`src/rtl/rlf_pkg.sv`:
```
// package: constants and state types for the retimer low-power / loopback link-state control
`default_nettype none
package rlf_pkg;
  localparam int unsigned CLK_HZ               = 20_000_000;
  localparam int unsigned LFPS_RESP_TIME_US    = 2000;  // lfps_response_timer, 2 ms
  localparam int unsigned LFPS_RESP_CYC        = LFPS_RESP_TIME_US * (CLK_HZ / 1_000_000);
  localparam int unsigned WARM_RESET_TIME_US   = 2000;  // burst longer than this is warm reset
  localparam int unsigned WARM_RESET_CYC       = WARM_RESET_TIME_US * (CLK_HZ / 1_000_000);
  localparam int unsigned U3_RELAY_TIME_US     = 100;   // latest start of u3 wake relay
  localparam int unsigned U3_RELAY_CYC         = U3_RELAY_TIME_US * (CLK_HZ / 1_000_000);
  localparam int unsigned HS_READY_TIME_US     = 2000;  // high-speed readiness deadline
  localparam int unsigned HS_READY_CYC         = HS_READY_TIME_US * (CLK_HZ / 1_000_000);
  localparam int unsigned LB_EXIT_TIME_US      = 2000;  // loopback_exit_timer default
  localparam int unsigned LB_EXIT_CYC          = LB_EXIT_TIME_US * (CLK_HZ / 1_000_000);
  localparam int unsigned LCFG_PASSTHRU_BIT    = 2;
  localparam int unsigned LCFG_LOCAL_LB_BIT    = 4;
  localparam int unsigned TMR_W                = 24;

  typedef enum logic [3:0] {
    RLF_RX_DETECT  = 4'h0,
    RLF_U0         = 4'h1,
    RLF_U2         = 4'h3,
    RLF_U3         = 4'h2,
    RLF_REC_TSX    = 4'h6,
    RLF_REC_IDLE   = 4'h7,
    RLF_PT_LB      = 4'h5,
    RLF_LLB_ACTIVE = 4'h4,
    RLF_LLB_EXIT   = 4'hc
  } rlf_state_e;

  typedef enum logic [1:0] {
    RLF_TX_IDLE    = 2'h0,
    RLF_TX_LFPS    = 2'h1,
    RLF_TX_TS1_LOC = 2'h3,
    RLF_TX_FWD     = 2'h2
  } rlf_tx_e;
endpackage : rlf_pkg
`default_nettype wire

```
`src/rtl/rlf_link_fsm.sv`:
```
// link-state control for the two-port retimer: u2/u3 exit, recovery, loopback
// Notes on behaviour
// - u2 non-ping lfps: answer, forward, time burst
// - classify bursts as ping or wake exit
// - u2 to recovery after good wake handshake
// - u2/u3 warm reset or far-end open: rx.detect
// - u2 handshake timer expiry goes rx.detect
// - warm reset still forces rx.detect after wake
// - u3 wake relayed within 100 us
// - relay u3 wake only after detecting it
// - no command wait; power transmitter, then send
// - high-speed ready within 2 ms of u3 wake
// - keep lfps until high-speed ready
// - u3 to recovery needs handshake and readiness
// - recovery entry sends local ts1 both ways
// - both trained: forward received ts1/ts2
// - hold ts2 until other receiver trained
// - recovery has only tsx and idle substates
// - passthrough loopback forwards, no error correction
// - gen1 passthrough loopback consumes skip sets
// - loopback exit timer, exit to rx.detect
// - local loopback: slave port loops, other rx.detect
// - active: warm reset only from rx.detect port
// - exit lfps to exit; handshake/warm reset ends
// - ts2 bit 2 passthrough, bit 4 local, 2 wins
`timescale 1ns/1ps
`default_nettype none
module rlf_link_fsm
  import rlf_pkg::*;
#(
  parameter int unsigned LFPS_RESP_CYCLES = rlf_pkg::LFPS_RESP_CYC,
  parameter int unsigned WARM_RESET_CYCLES = rlf_pkg::WARM_RESET_CYC,
  parameter int unsigned U3_RELAY_CYCLES  = rlf_pkg::U3_RELAY_CYC,
  parameter int unsigned HS_READY_CYCLES  = rlf_pkg::HS_READY_CYC,
  parameter int unsigned LB_EXIT_CYCLES   = rlf_pkg::LB_EXIT_CYC
) (
  input  wire logic                clk,
  input  wire logic                rst,
  input  wire logic                enter_u2,
  input  wire logic                enter_u3,
  input  wire logic                recovery_done,
  input  wire logic                rec_idle_done,
  input  wire logic [1:0]          lfps_det,
  input  wire logic [1:0]          lfps_is_ping,
  input  wire logic                lfps_handshake_ok,
  input  wire logic [1:0]          far_end_open,
  input  wire logic [1:0]          rx_trained,
  input  wire logic [1:0]          ts2_seen,
  input  wire logic [7:0]          ts2_link_cfg,
  input  wire logic                gen1_rate,
  input  wire logic                lfps_tx_ready,
  input  wire logic                hs_ready,
  input  wire logic                lb_exit_lfps,
  input  wire logic                lb_exit_handshake_ok,
  output rlf_pkg::rlf_state_e      state,
  output rlf_pkg::rlf_tx_e         tx_mode_0,
  output rlf_pkg::rlf_tx_e         tx_mode_1,
  output logic [1:0]               lfps_tx_en,
  output logic [1:0]               lfps_pwr_en,
  output logic [1:0]               lfps_rx_status,
  output logic [1:0]               rx_term_en,
  output logic [1:0]               ts2_fwd_en,
  output logic                     err_corr_en,
  output logic                     skp_consume_en,
  output logic                     hs_pwr_en,
  output logic [1:0]               loop_port,
  output logic                     warm_reset_det
);
  // async pins sampled through two flops each
  logic [1:0] det_s1_reg, det_s2_reg;
  logic [1:0] ping_s1_reg, ping_s2_reg;
  logic [1:0] open_s1_reg, open_s2_reg;
  logic [2:0] evt_s1_reg, evt_s2_reg;

  always_ff @(posedge clk or posedge rst) begin
    if (rst) begin
      det_s1_reg  <= 2'h0;
      det_s2_reg  <= 2'h0;
      ping_s1_reg <= 2'h0;
      ping_s2_reg <= 2'h0;
      open_s1_reg <= 2'h0;
      open_s2_reg <= 2'h0;
      evt_s1_reg  <= 3'h0;
      evt_s2_reg  <= 3'h0;
    end else begin
      det_s1_reg  <= lfps_det;
      det_s2_reg  <= det_s1_reg;
      ping_s1_reg <= lfps_is_ping;
      ping_s2_reg <= ping_s1_reg;
      open_s1_reg <= far_end_open;
      open_s2_reg <= open_s1_reg;
      evt_s1_reg  <= {lfps_handshake_ok, lb_exit_lfps, lb_exit_handshake_ok};
      evt_s2_reg  <= evt_s1_reg;
    end
  end

  logic       hs_ok_s, lbx_lfps_s, lbx_hs_s;
  logic [1:0] wake;
  logic [1:0] det_prev_reg;
  logic [1:0] wake_rise;
  assign hs_ok_s    = evt_s2_reg[2];
  assign lbx_lfps_s = evt_s2_reg[1];
  assign lbx_hs_s   = evt_s2_reg[0];
  assign wake       = det_s2_reg & ~ping_s2_reg;
  assign wake_rise  = wake & ~det_prev_reg;

  always_ff @(posedge clk or posedge rst) begin
    if (rst) begin
      det_prev_reg <= 2'h0;
    end else begin
      det_prev_reg <= wake;
    end
  end

  // burst length per port; long non-ping burst is warm reset
  logic [TMR_W-1:0] burst_cnt_reg [2];
  logic [1:0]       wr_port;
  genvar gp;
  generate
    for (gp = 0; gp < 2; gp++) begin : g_burst
      always_ff @(posedge clk or posedge rst) begin
        if (rst) begin
          burst_cnt_reg[gp] <= '0;
        end else if (!wake[gp]) begin
          burst_cnt_reg[gp] <= '0;
        end else if (burst_cnt_reg[gp] < TMR_W'(WARM_RESET_CYCLES)) begin
          burst_cnt_reg[gp] <= burst_cnt_reg[gp] + TMR_W'(1);
        end
      end
      assign wr_port[gp] = burst_cnt_reg[gp] >= TMR_W'(WARM_RESET_CYCLES);
    end
  endgenerate

  rlf_state_e state_reg, state_next;
  logic [1:0] loop_port_reg;
  logic       warm_any;
  // looping port sees warm reset as exit lfps, only the other port counts
  assign warm_any = (state_reg == RLF_LLB_ACTIVE) ? |(wr_port & ~loop_port_reg) : |wr_port;

  // timers
  logic resp_run, resp_exp, lbx_run, lbx_exp, hs_run, hs_exp;
  logic in_u2, in_u3;
  assign in_u2 = state_reg == RLF_U2;
  assign in_u3 = state_reg == RLF_U3;

  rlf_timer #(.W(TMR_W)) u_resp_tmr (
    .clk     (clk),
    .rst     (rst),
    .start   (in_u2 && |wake_rise && !resp_run),
    .stop    (!in_u2),
    .load    (TMR_W'(LFPS_RESP_CYCLES)),
    .running (resp_run),
    .expired (resp_exp)
  );

  rlf_timer #(.W(TMR_W)) u_lbx_tmr (
    .clk     (clk),
    .rst     (rst),
    .start   (state_reg == RLF_PT_LB && lbx_lfps_s && !lbx_run),
    .stop    (state_reg != RLF_PT_LB),
    .load    (TMR_W'(LB_EXIT_CYCLES)),
    .running (lbx_run),
    .expired (lbx_exp)
  );

  rlf_timer #(.W(TMR_W)) u_hs_tmr (
    .clk     (clk),
    .rst     (rst),
    .start   (in_u3 && |wake_rise && !hs_run),
    .stop    (!in_u3 || hs_ready),
    .load    (TMR_W'(HS_READY_CYCLES)),
    .running (hs_run),
    .expired (hs_exp)
  );

  // u3 wake seen and not yet resolved
  logic       u3_wake_reg;
  logic [1:0] u3_src_reg;
  logic [TMR_W-1:0] relay_cnt_reg;
  logic       u3_hs_done_reg;
  always_ff @(posedge clk or posedge rst) begin
    if (rst) begin
      u3_wake_reg    <= 1'b0;
      u3_src_reg     <= 2'h0;
      relay_cnt_reg  <= '0;
      u3_hs_done_reg <= 1'b0;
    end else if (!in_u3) begin
      u3_wake_reg    <= 1'b0;
      u3_src_reg     <= 2'h0;
      relay_cnt_reg  <= '0;
      u3_hs_done_reg <= 1'b0;
    end else if (!u3_wake_reg) begin
      if (|wake_rise) begin
        u3_wake_reg <= 1'b1;
        u3_src_reg  <= wake_rise[0] ? 2'h1 : 2'h2;
      end
    end else begin
      if (relay_cnt_reg < TMR_W'(U3_RELAY_CYCLES)) begin
        relay_cnt_reg <= relay_cnt_reg + TMR_W'(1);
      end
      if (hs_ok_s) begin
        u3_hs_done_reg <= 1'b1;
      end
      // failed handshake: drop back to plain u3 and wait for a new wake
      if (!(|wake) && !hs_ok_s && !u3_hs_done_reg && !(|lfps_tx_en)) begin
        u3_wake_reg <= 1'b0;
      end
    end
  end

  // late start would break the relay deadline, so start forced at the limit
  logic relay_go;
  assign relay_go = u3_wake_reg && (lfps_tx_ready || relay_cnt_reg >= TMR_W'(U3_RELAY_CYCLES));

  // loopback selection from ts2 link config
  logic sel_pt, sel_llb;
  assign sel_pt  = ts2_link_cfg[LCFG_PASSTHRU_BIT];
  assign sel_llb = ts2_link_cfg[LCFG_LOCAL_LB_BIT] && !sel_pt;

  always_comb begin
    state_next = state_reg;
    case (state_reg)
      RLF_RX_DETECT: begin
        if (recovery_done) begin
          state_next = RLF_U0;
        end
      end
      RLF_U0: begin
        if (warm_any) begin
          state_next = RLF_RX_DETECT;
        end else if (enter_u2) begin
          state_next = RLF_U2;
        end else if (enter_u3) begin
          state_next = RLF_U3;
        end
      end
      RLF_U2: begin
        if (warm_any || |open_s2_reg || resp_exp) begin
          state_next = RLF_RX_DETECT;
        end else if (hs_ok_s && resp_run) begin
          state_next = RLF_REC_TSX;
        end
      end
      RLF_U3: begin
        if (warm_any || |open_s2_reg) begin
          state_next = RLF_RX_DETECT;
        end else if (u3_hs_done_reg && hs_ready) begin
          state_next = RLF_REC_TSX;
        end
      end
      RLF_REC_TSX: begin
        if (warm_any) begin
          state_next = RLF_RX_DETECT;
        end else if (&ts2_seen && &rx_trained) begin
          state_next = RLF_REC_IDLE;
        end
      end
      RLF_REC_IDLE: begin
        if (warm_any) begin
          state_next = RLF_RX_DETECT;
        end else if (sel_pt) begin
          state_next = RLF_PT_LB;
        end else if (sel_llb) begin
          state_next = RLF_LLB_ACTIVE;
        end else if (rec_idle_done) begin
          state_next = RLF_U0;
        end
      end
      RLF_PT_LB: begin
        if (warm_any || lbx_exp || (lbx_run && lbx_hs_s)) begin
          state_next = RLF_RX_DETECT;
        end
      end
      RLF_LLB_ACTIVE: begin
        if (warm_any) begin
          state_next = RLF_RX_DETECT;
        end else if (lbx_lfps_s) begin
          state_next = RLF_LLB_EXIT;
        end
      end
      RLF_LLB_EXIT: begin
        if (|wr_port || lbx_hs_s) begin
          state_next = RLF_RX_DETECT;
        end
      end
      default: begin
        state_next = RLF_RX_DETECT;
      end
    endcase
  end

  always_ff @(posedge clk or posedge rst) begin
    if (rst) begin
      state_reg <= RLF_RX_DETECT;
    end else begin
      state_reg <= state_next;
    end
  end

  // port that saw the loopback ts2 loops, the other sits in rx.detect
  always_ff @(posedge clk or posedge rst) begin
    if (rst) begin
      loop_port_reg <= 2'h0;
    end else if (state_reg == RLF_REC_IDLE && state_next == RLF_LLB_ACTIVE) begin
      loop_port_reg <= ts2_seen[0] ? 2'h1 : 2'h2;
    end else if (state_next != RLF_LLB_ACTIVE && state_next != RLF_LLB_EXIT) begin
      loop_port_reg <= 2'h0;
    end
  end

  // registered outputs
  logic rec_next, both_trained;
  assign rec_next     = state_next == RLF_REC_TSX || state_next == RLF_REC_IDLE;
  assign both_trained = &rx_trained;

  always_ff @(posedge clk or posedge rst) begin
    if (rst) begin
      state          <= RLF_RX_DETECT;
      tx_mode_0      <= RLF_TX_IDLE;
      tx_mode_1      <= RLF_TX_IDLE;
      lfps_tx_en     <= 2'h0;
      lfps_pwr_en    <= 2'h0;
      lfps_rx_status <= 2'h0;
      rx_term_en     <= 2'h3;
      ts2_fwd_en     <= 2'h0;
      err_corr_en    <= 1'b0;
      skp_consume_en <= 1'b0;
      hs_pwr_en      <= 1'b0;
      loop_port      <= 2'h0;
      warm_reset_det <= 1'b0;
    end else begin
      state          <= state_next;
      loop_port      <= loop_port_reg;
      warm_reset_det <= warm_any;
      lfps_rx_status <= det_s2_reg;
      // mirror a far-end open on our own receiver termination
      rx_term_en     <= (in_u2 || in_u3) ? ~open_s2_reg : 2'h3;
      // u2: handshake answer on the source port plus forward on the other
      if (in_u2) begin
        lfps_tx_en  <= {2{|wake}};
        lfps_pwr_en <= {2{|wake}};
      end else if (in_u3) begin
        lfps_pwr_en <= u3_wake_reg ? ~u3_src_reg : 2'h0;
        if (relay_go && (|wake || !hs_ready || !u3_hs_done_reg)) begin
          lfps_tx_en <= ~u3_src_reg;
        end else begin
          lfps_tx_en <= 2'h0;
        end
      end else begin
        lfps_tx_en  <= 2'h0;
        lfps_pwr_en <= 2'h0;
      end
      hs_pwr_en   <= !(state_next == RLF_U2 || state_next == RLF_U3) || u3_wake_reg || hs_run;
      err_corr_en <= state_next == RLF_U0;
      skp_consume_en <= state_next == RLF_PT_LB && gen1_rate;
      ts2_fwd_en  <= (rec_next && both_trained) ? 2'h3 : 2'h0;
      if (rec_next) begin
        tx_mode_0 <= both_trained ? RLF_TX_FWD : RLF_TX_TS1_LOC;
        tx_mode_1 <= both_trained ? RLF_TX_FWD : RLF_TX_TS1_LOC;
      end else if (state_next == RLF_LLB_ACTIVE || state_next == RLF_LLB_EXIT) begin
        tx_mode_0 <= loop_port_reg[0] || state_reg == RLF_REC_IDLE && ts2_seen[0] ? RLF_TX_FWD : RLF_TX_IDLE;
        tx_mode_1 <= loop_port_reg[1] || state_reg == RLF_REC_IDLE && !ts2_seen[0] ? RLF_TX_FWD : RLF_TX_IDLE;
      end else if (state_next == RLF_U0 || state_next == RLF_PT_LB) begin
        tx_mode_0 <= RLF_TX_FWD;
        tx_mode_1 <= RLF_TX_FWD;
      end else if (|lfps_tx_en) begin
        tx_mode_0 <= lfps_tx_en[0] ? RLF_TX_LFPS : RLF_TX_IDLE;
        tx_mode_1 <= lfps_tx_en[1] ? RLF_TX_LFPS : RLF_TX_IDLE;
      end else begin
        tx_mode_0 <= RLF_TX_IDLE;
        tx_mode_1 <= RLF_TX_IDLE;
      end
    end
  end
endmodule // rlf_link_fsm
`default_nettype wire

```
`src/rtl/rlf_timer.sv`:
```
// down counter used for the u2 response, loopback exit and high-speed readiness timeouts
`timescale 1ns/1ps
`default_nettype none
module rlf_timer #(
  parameter int unsigned W = 24
) (
  input  wire logic         clk,
  input  wire logic         rst,
  input  wire logic         start,
  input  wire logic         stop,
  input  wire logic [W-1:0] load,
  output logic              running,
  output logic              expired
);
  logic [W-1:0] cnt_reg;

  always_ff @(posedge clk or posedge rst) begin
    if (rst) begin
      cnt_reg <= '0;
      running <= 1'b0;
      expired <= 1'b0;
    end else if (stop) begin
      running <= 1'b0;
      expired <= 1'b0;
    end else if (start) begin
      cnt_reg <= load;
      running <= 1'b1;
      expired <= 1'b0;
    end else if (running) begin
      if (cnt_reg <= {{(W-1){1'b0}}, 1'b1}) begin
        running <= 1'b0;
        expired <= 1'b1;
      end else begin
        cnt_reg <= cnt_reg - {{(W-1){1'b0}}, 1'b1};
      end
    end else begin
      expired <= 1'b0;
    end
  end
endmodule // rlf_timer
`default_nettype wire
```
`config.mk`:
```
export PLATFORM = sky130hd
export DESIGN_NAME = rlf_link_fsm
export DESIGN_NICKNAME = d
export VERILOG_FILES = /design/src/rtl/rlf_pkg.sv /design/src/rtl/rlf_link_fsm.sv /design/src/rtl/rlf_timer.sv
export SDC_FILE = /design/constraint.sdc
export NUM_CORES = 1
export LEC_CHECK = 0
export ABC_AREA = 0
export BUFFER_PORTS_ARGS = -buffer_cell sky130_fd_sc_hd__buf_2
export CAP_MARGIN = 20
export CORE_MARGIN = 2
export CORE_UTILIZATION = 42
export CTS_CLUSTER_DIAMETER = 80
export DETAILED_ROUTE_END_ITERATION = 10
export HOLD_SLACK_MARGIN = 0.06
export PLACE_DENSITY = 0.71
export SYNTH_ARGS = -nofsm -noshare
export SYNTH_HDL_FRONTEND = slang
export SYNTH_SLANG_ARGS = --single-unit
```
`constraint.sdc`:
```
create_clock -name clk -period 6.1 [get_ports clk]
set_input_delay 0.61 -clock clk [delete_from_list [all_inputs] [get_ports clk]]
set_output_delay 0.61 -clock clk [all_outputs]
set_load 0.01 [all_outputs]
```
# == After elaboration in Yosys (flattened, before gate mapping) ==
# Cells that the tools add are included.
# Widths: inputs -> output; s select.
# word_totals
ff_bits,199
output_inout_bits,24
wordCells,255
# op_classes
add_sub_neg,6
order_cmp,9
n_eq_ne,31
mux,91
n_bitwise,10
reduce_logical,71
# op_table
op,count
$mux 24,16
$add 24x1->24 const B,3
$le 24x1->1 const B,3
$mux 4,18
$sub 24x1->24 const B,3
$ge 24x16->1 const B,2
$lt 24x16->1 const B,2
$mux 2,23
$pmux 4 s9,1
$mux 1,33
$eq 4x3->1 const B,8
$ge 24x11->1 const B,1
$lt 24x11->1 const B,1
$logic_and 1x1->1,22
$logic_or 1x1->1,18
$eq 4x2->1 const B,4
$ne 2x1->1 const B,8
$logic_not 1->1,12
$ne 4x3->1 const B,3
$reduce_or 2->1,6
$not 2->2,5
$reduce_and 2->1,5
$reduce_and 3->1,3
$eq 4x1->1 const B,2
8 further kinds,16

# == Depth between registers and ports, before layout ==
# depth
depth_word,13
depth_mapped,10

# == Cells and area by module ==
# Synthesis repeated with hierarchy kept, for this count alone.
# unflattened
cells_unflattened,1142
area_unflattened_um2,10856.7
# modules_own_cells
mod,instances,cells_per_inst,area_per_inst_um2,seq_area_each_um2
rlf_timer,3,218,1883.1,650.6
rlf_link_fsm,1,488,5207.5,3030.4

# == Worst setup path before layout ==
# OpenSTA, ideal clock, no wires.
# synth_timing
path_type,register to register
from,"reg, netlist name state[3]"
to,reg u_hs_tmr.cnt_reg[22]
t_arrival_ns,2.488
required_time_ns,6.021
path_slack_ns,3.533
stages_incl_launch_ff,8
n_path_buf,1
synth_period_minus_slack_ns,2.567
path_cell_list,dfrtp_1 buf_6 nor4b_4 o311ai_2 a311oi_4 nand3_1 or4_1 a21oi_1
# synth_rtl
element,line,text
"end signal, assigned",rlf_timer.sv:26,cnt_reg <= load;
"end signal, assigned",rlf_timer.sv:34,"cnt_reg <= cnt_reg - {{(W-1){1'b0}}, 1'b1};"
"end, declared",rlf_timer.sv:15,logic [W-1:0] cnt_reg;

==> impl_metrics.yaml <==
drt:
  drtIter0Drc: 460
  avgRoutedWirePerCell_um: 15.7
  drcViolationCount: 0
  firstDrtPassIters: 5
  postRouteWirelength_um: 18900
  ant_nets: 0
  avgViaCountPerCell: 5.50
  vias: 6616
synth:
  ys_types: 71
  synthFlopType: "dfrtp_1"
  synth_top_area_frac: 0.536
  synth_edf_count: 0
  async_flop_share: 1.00
  ys_warn_count: 0
  synth.avg_cell_area_um2: 10.4
  netlist_area_um2: 9150
  synthTopCellsByCount: "196 x dfrtp_1, 102 x nor2_1, 50 x nand2_1"
  synth_fp_nets: 921
  synth_seq_area_share: 0.542
  netlist_top_cells_area: "dfrtp_1 54%, xnor2_1 4.5%, nor2_1 4.2%, xor2_1 2.9%, or3_1 2.5%"
  ys_ff_latch: 198
  synth_cells: 879
  synth.largest_area_cell: "dfrtp_1"
  post-synth-top-count-cell: "dfrtp_1"
timing:
  hold_violations: 0
  fin_skew_ps: 11.1
  period_share: 0.578
  min_period_ps: 3530
  max_freq_mhz: 284
  fin_setup_tns_ps: 0
  worst_pin_slew_ps: 983
  maxSlewViolCount: 0
  rsz0062_at_grt: "no"
  setup_violations: 0
  max_slew_margin: 0.342
global_routing:
  use_met2: 0.257
  grt_pass1_wl_um: 31300
  grt_use_met3: 0.0431
  grt.total_usage: 0.174
  first_global_vias: 6174
  grt-ovfl-total: 0
  antenna_found_initial: 0
  grtUsageMet1: 0.249
  grt_max_degree: 140
  busiest_layer: "met2"
status:
  status: "complete, no violations"
floorplanning:
  die_x_um: 152
  coreArea_um2: 21200
  io_pins: 54
  die-area_um2: 23000
  rows: 53
  initial_core_util: 0.431
  die_h_um: 152
cells_and_area:
  final_cells: 1202
  area_growth_pct: 11.6
  diodes: 0
  drive_gt1_frac: 0.117
  nFillCells: 1926
  nets: 957
  largest_reg_flops: 48
cts:
  clock_sinks: 198
  clk_latency_ps: 450
  cts-root-buf: "clkbuf_16"
  cts_tree: "built"
  cts_buffers: 17
  clock_path_buffers: 2
  htree_levels: 4
  clkTransAtPathRegs_ps: 80
  postCtsSetupBuffers: 0
  ctsHoldBuffers: 0
  cts_resized: 0
critical_path:
  r2r_slack_ps: 2570
  cp_max_fo: 17
  arrival_ps: 3890
  crit_start: "state[1]"
  critPathRequiredTime_ps: 6470
  path_class: "register to register"
  ff2ff_path_depth: 6
  cp-end-kind: "register"
  r2r-start: "state[1]"
  crit_path_end: "u_hs_tmr.cnt_reg[19]"
  critPathLaunchType: "register"
  reg2reg_to: "u_hs_tmr.cnt_reg[19]"
pwr:
  p_leak_nw: 4.43
  ir_drop_v: 0.000191
  power.density_nw_per_um2: 363
flow_run:
  timing.max_cap.violations: 0
worst_hold_path:
  hp-class: "primary input to register"
placement:
  hpwl_um: 12500
  dpl.cell_count: 1171
  globalplace.congestion: 0.786
  portBuffers: 47
-- layout make-up --
cell class	instances	area, um2	area share
Sequential cell	198	4960	0.486
Tap cell	275	344	0.0337
Clock inverter	13	134	0.0131
Inverter	28	113	0.0110
Multi-Input combinational cell	617	3930	0.385
Clock buffer	18	439	0.0430
Timing Repair Buffer	53	284	0.0278
-- worst min path at each step --
stage | startpoint | to | slack, ps | depth (start not counted)
floorplan | det_s1_reg[0] | det_s2_reg[0] | 330 | 0
global placement | det_s1_reg[1] | det_s2_reg[1] | 330 | 0
detailed placement | evt_s1_reg[0] | evt_s2_reg[0] | 340 | 0
CTS | lb_exit_handshake_ok | evt_s1_reg[0] | 250 | 1
global route | lb_exit_handshake_ok | evt_s1_reg[0] | 250 | 1
finish | lb_exit_handshake_ok | evt_s1_reg[0] | 260 | 1
-- metrics by stage --
step	instance area, um2	util	setup WS, ps	power (mW)	hold WS (ps)
3_3_place_gp	9620	0.453	2710	2.59	332
2_1_floorplan	9150	-	96.0	2.37	331
3_5_place_dp	9630	0.454	2590	2.62	336
5_1_grt	10200	0.481	2220	3.93	253
6_report	10200	0.481	2570	3.70	263
4_1_cts	10200	0.481	2570	3.73	249
-- layer usage --
metal  wire length (um)  share of wire  up-vias
met2               8640           0.46      109
li1                   -              -     3198
met4                466          0.025        0
met1               8970           0.48     3286
met3                801          0.042       23
met5                  0              0        -
-- where the power goes --
| group | internal [mW] | switching (mW) |
|---|---|---|
| Clock | 0.554 | 0.545 |
| Sequential | 1.52 | 0.219 |
| Combinational | 0.346 | 0.521 |
| Total | 2.42 | 1.28 |
-- layout by cell type, fill, tap and decap left out, types with 17 or more instances in the layout --
master and n:
a21oi_1 29, and2_1 31, buf_2 47, clkbuf_16 17
dfrtp_1 196, inv_1 27, nand2_1 50, nand3_1 30
nor2_1 102, nor3_1 26, nor4_1 26, o21ai_0 36
or3_1 36, or4_1 20, xnor2_1 47, xor2_1 30
-- worst max-delay path, stage by stage (launching register included) --
cell and delay, ps:
dfrtp_1 620, nor4b_4 740, o311ai_2 390, a311oi_2 510, nand4_1 480, or4_1 550
a21oi_1 160
-- kinds of logic (layout without fill, tap and decap cells) --
| family | count (synthesis) | count (layout) | synth area share |
|---|---|---|---|
| DFF | 198 | 198 | 0.542 |
| xor gates and xnor gates | 77 | 77 | 0.0737 |
| adders and majority gates | 12 | 12 | 0.0164 |
| and+or+nand+nor | 396 | 396 | 0.237 |
| AOI/OAI and AO/OA | 129 | 129 | 0.0982 |
| muxes | 3 | 3 | 0.00328 |
| buffers and inverters | 64 | 112 | 0.0293 |
Note: power is estimated with default switching activity, not from simulation.
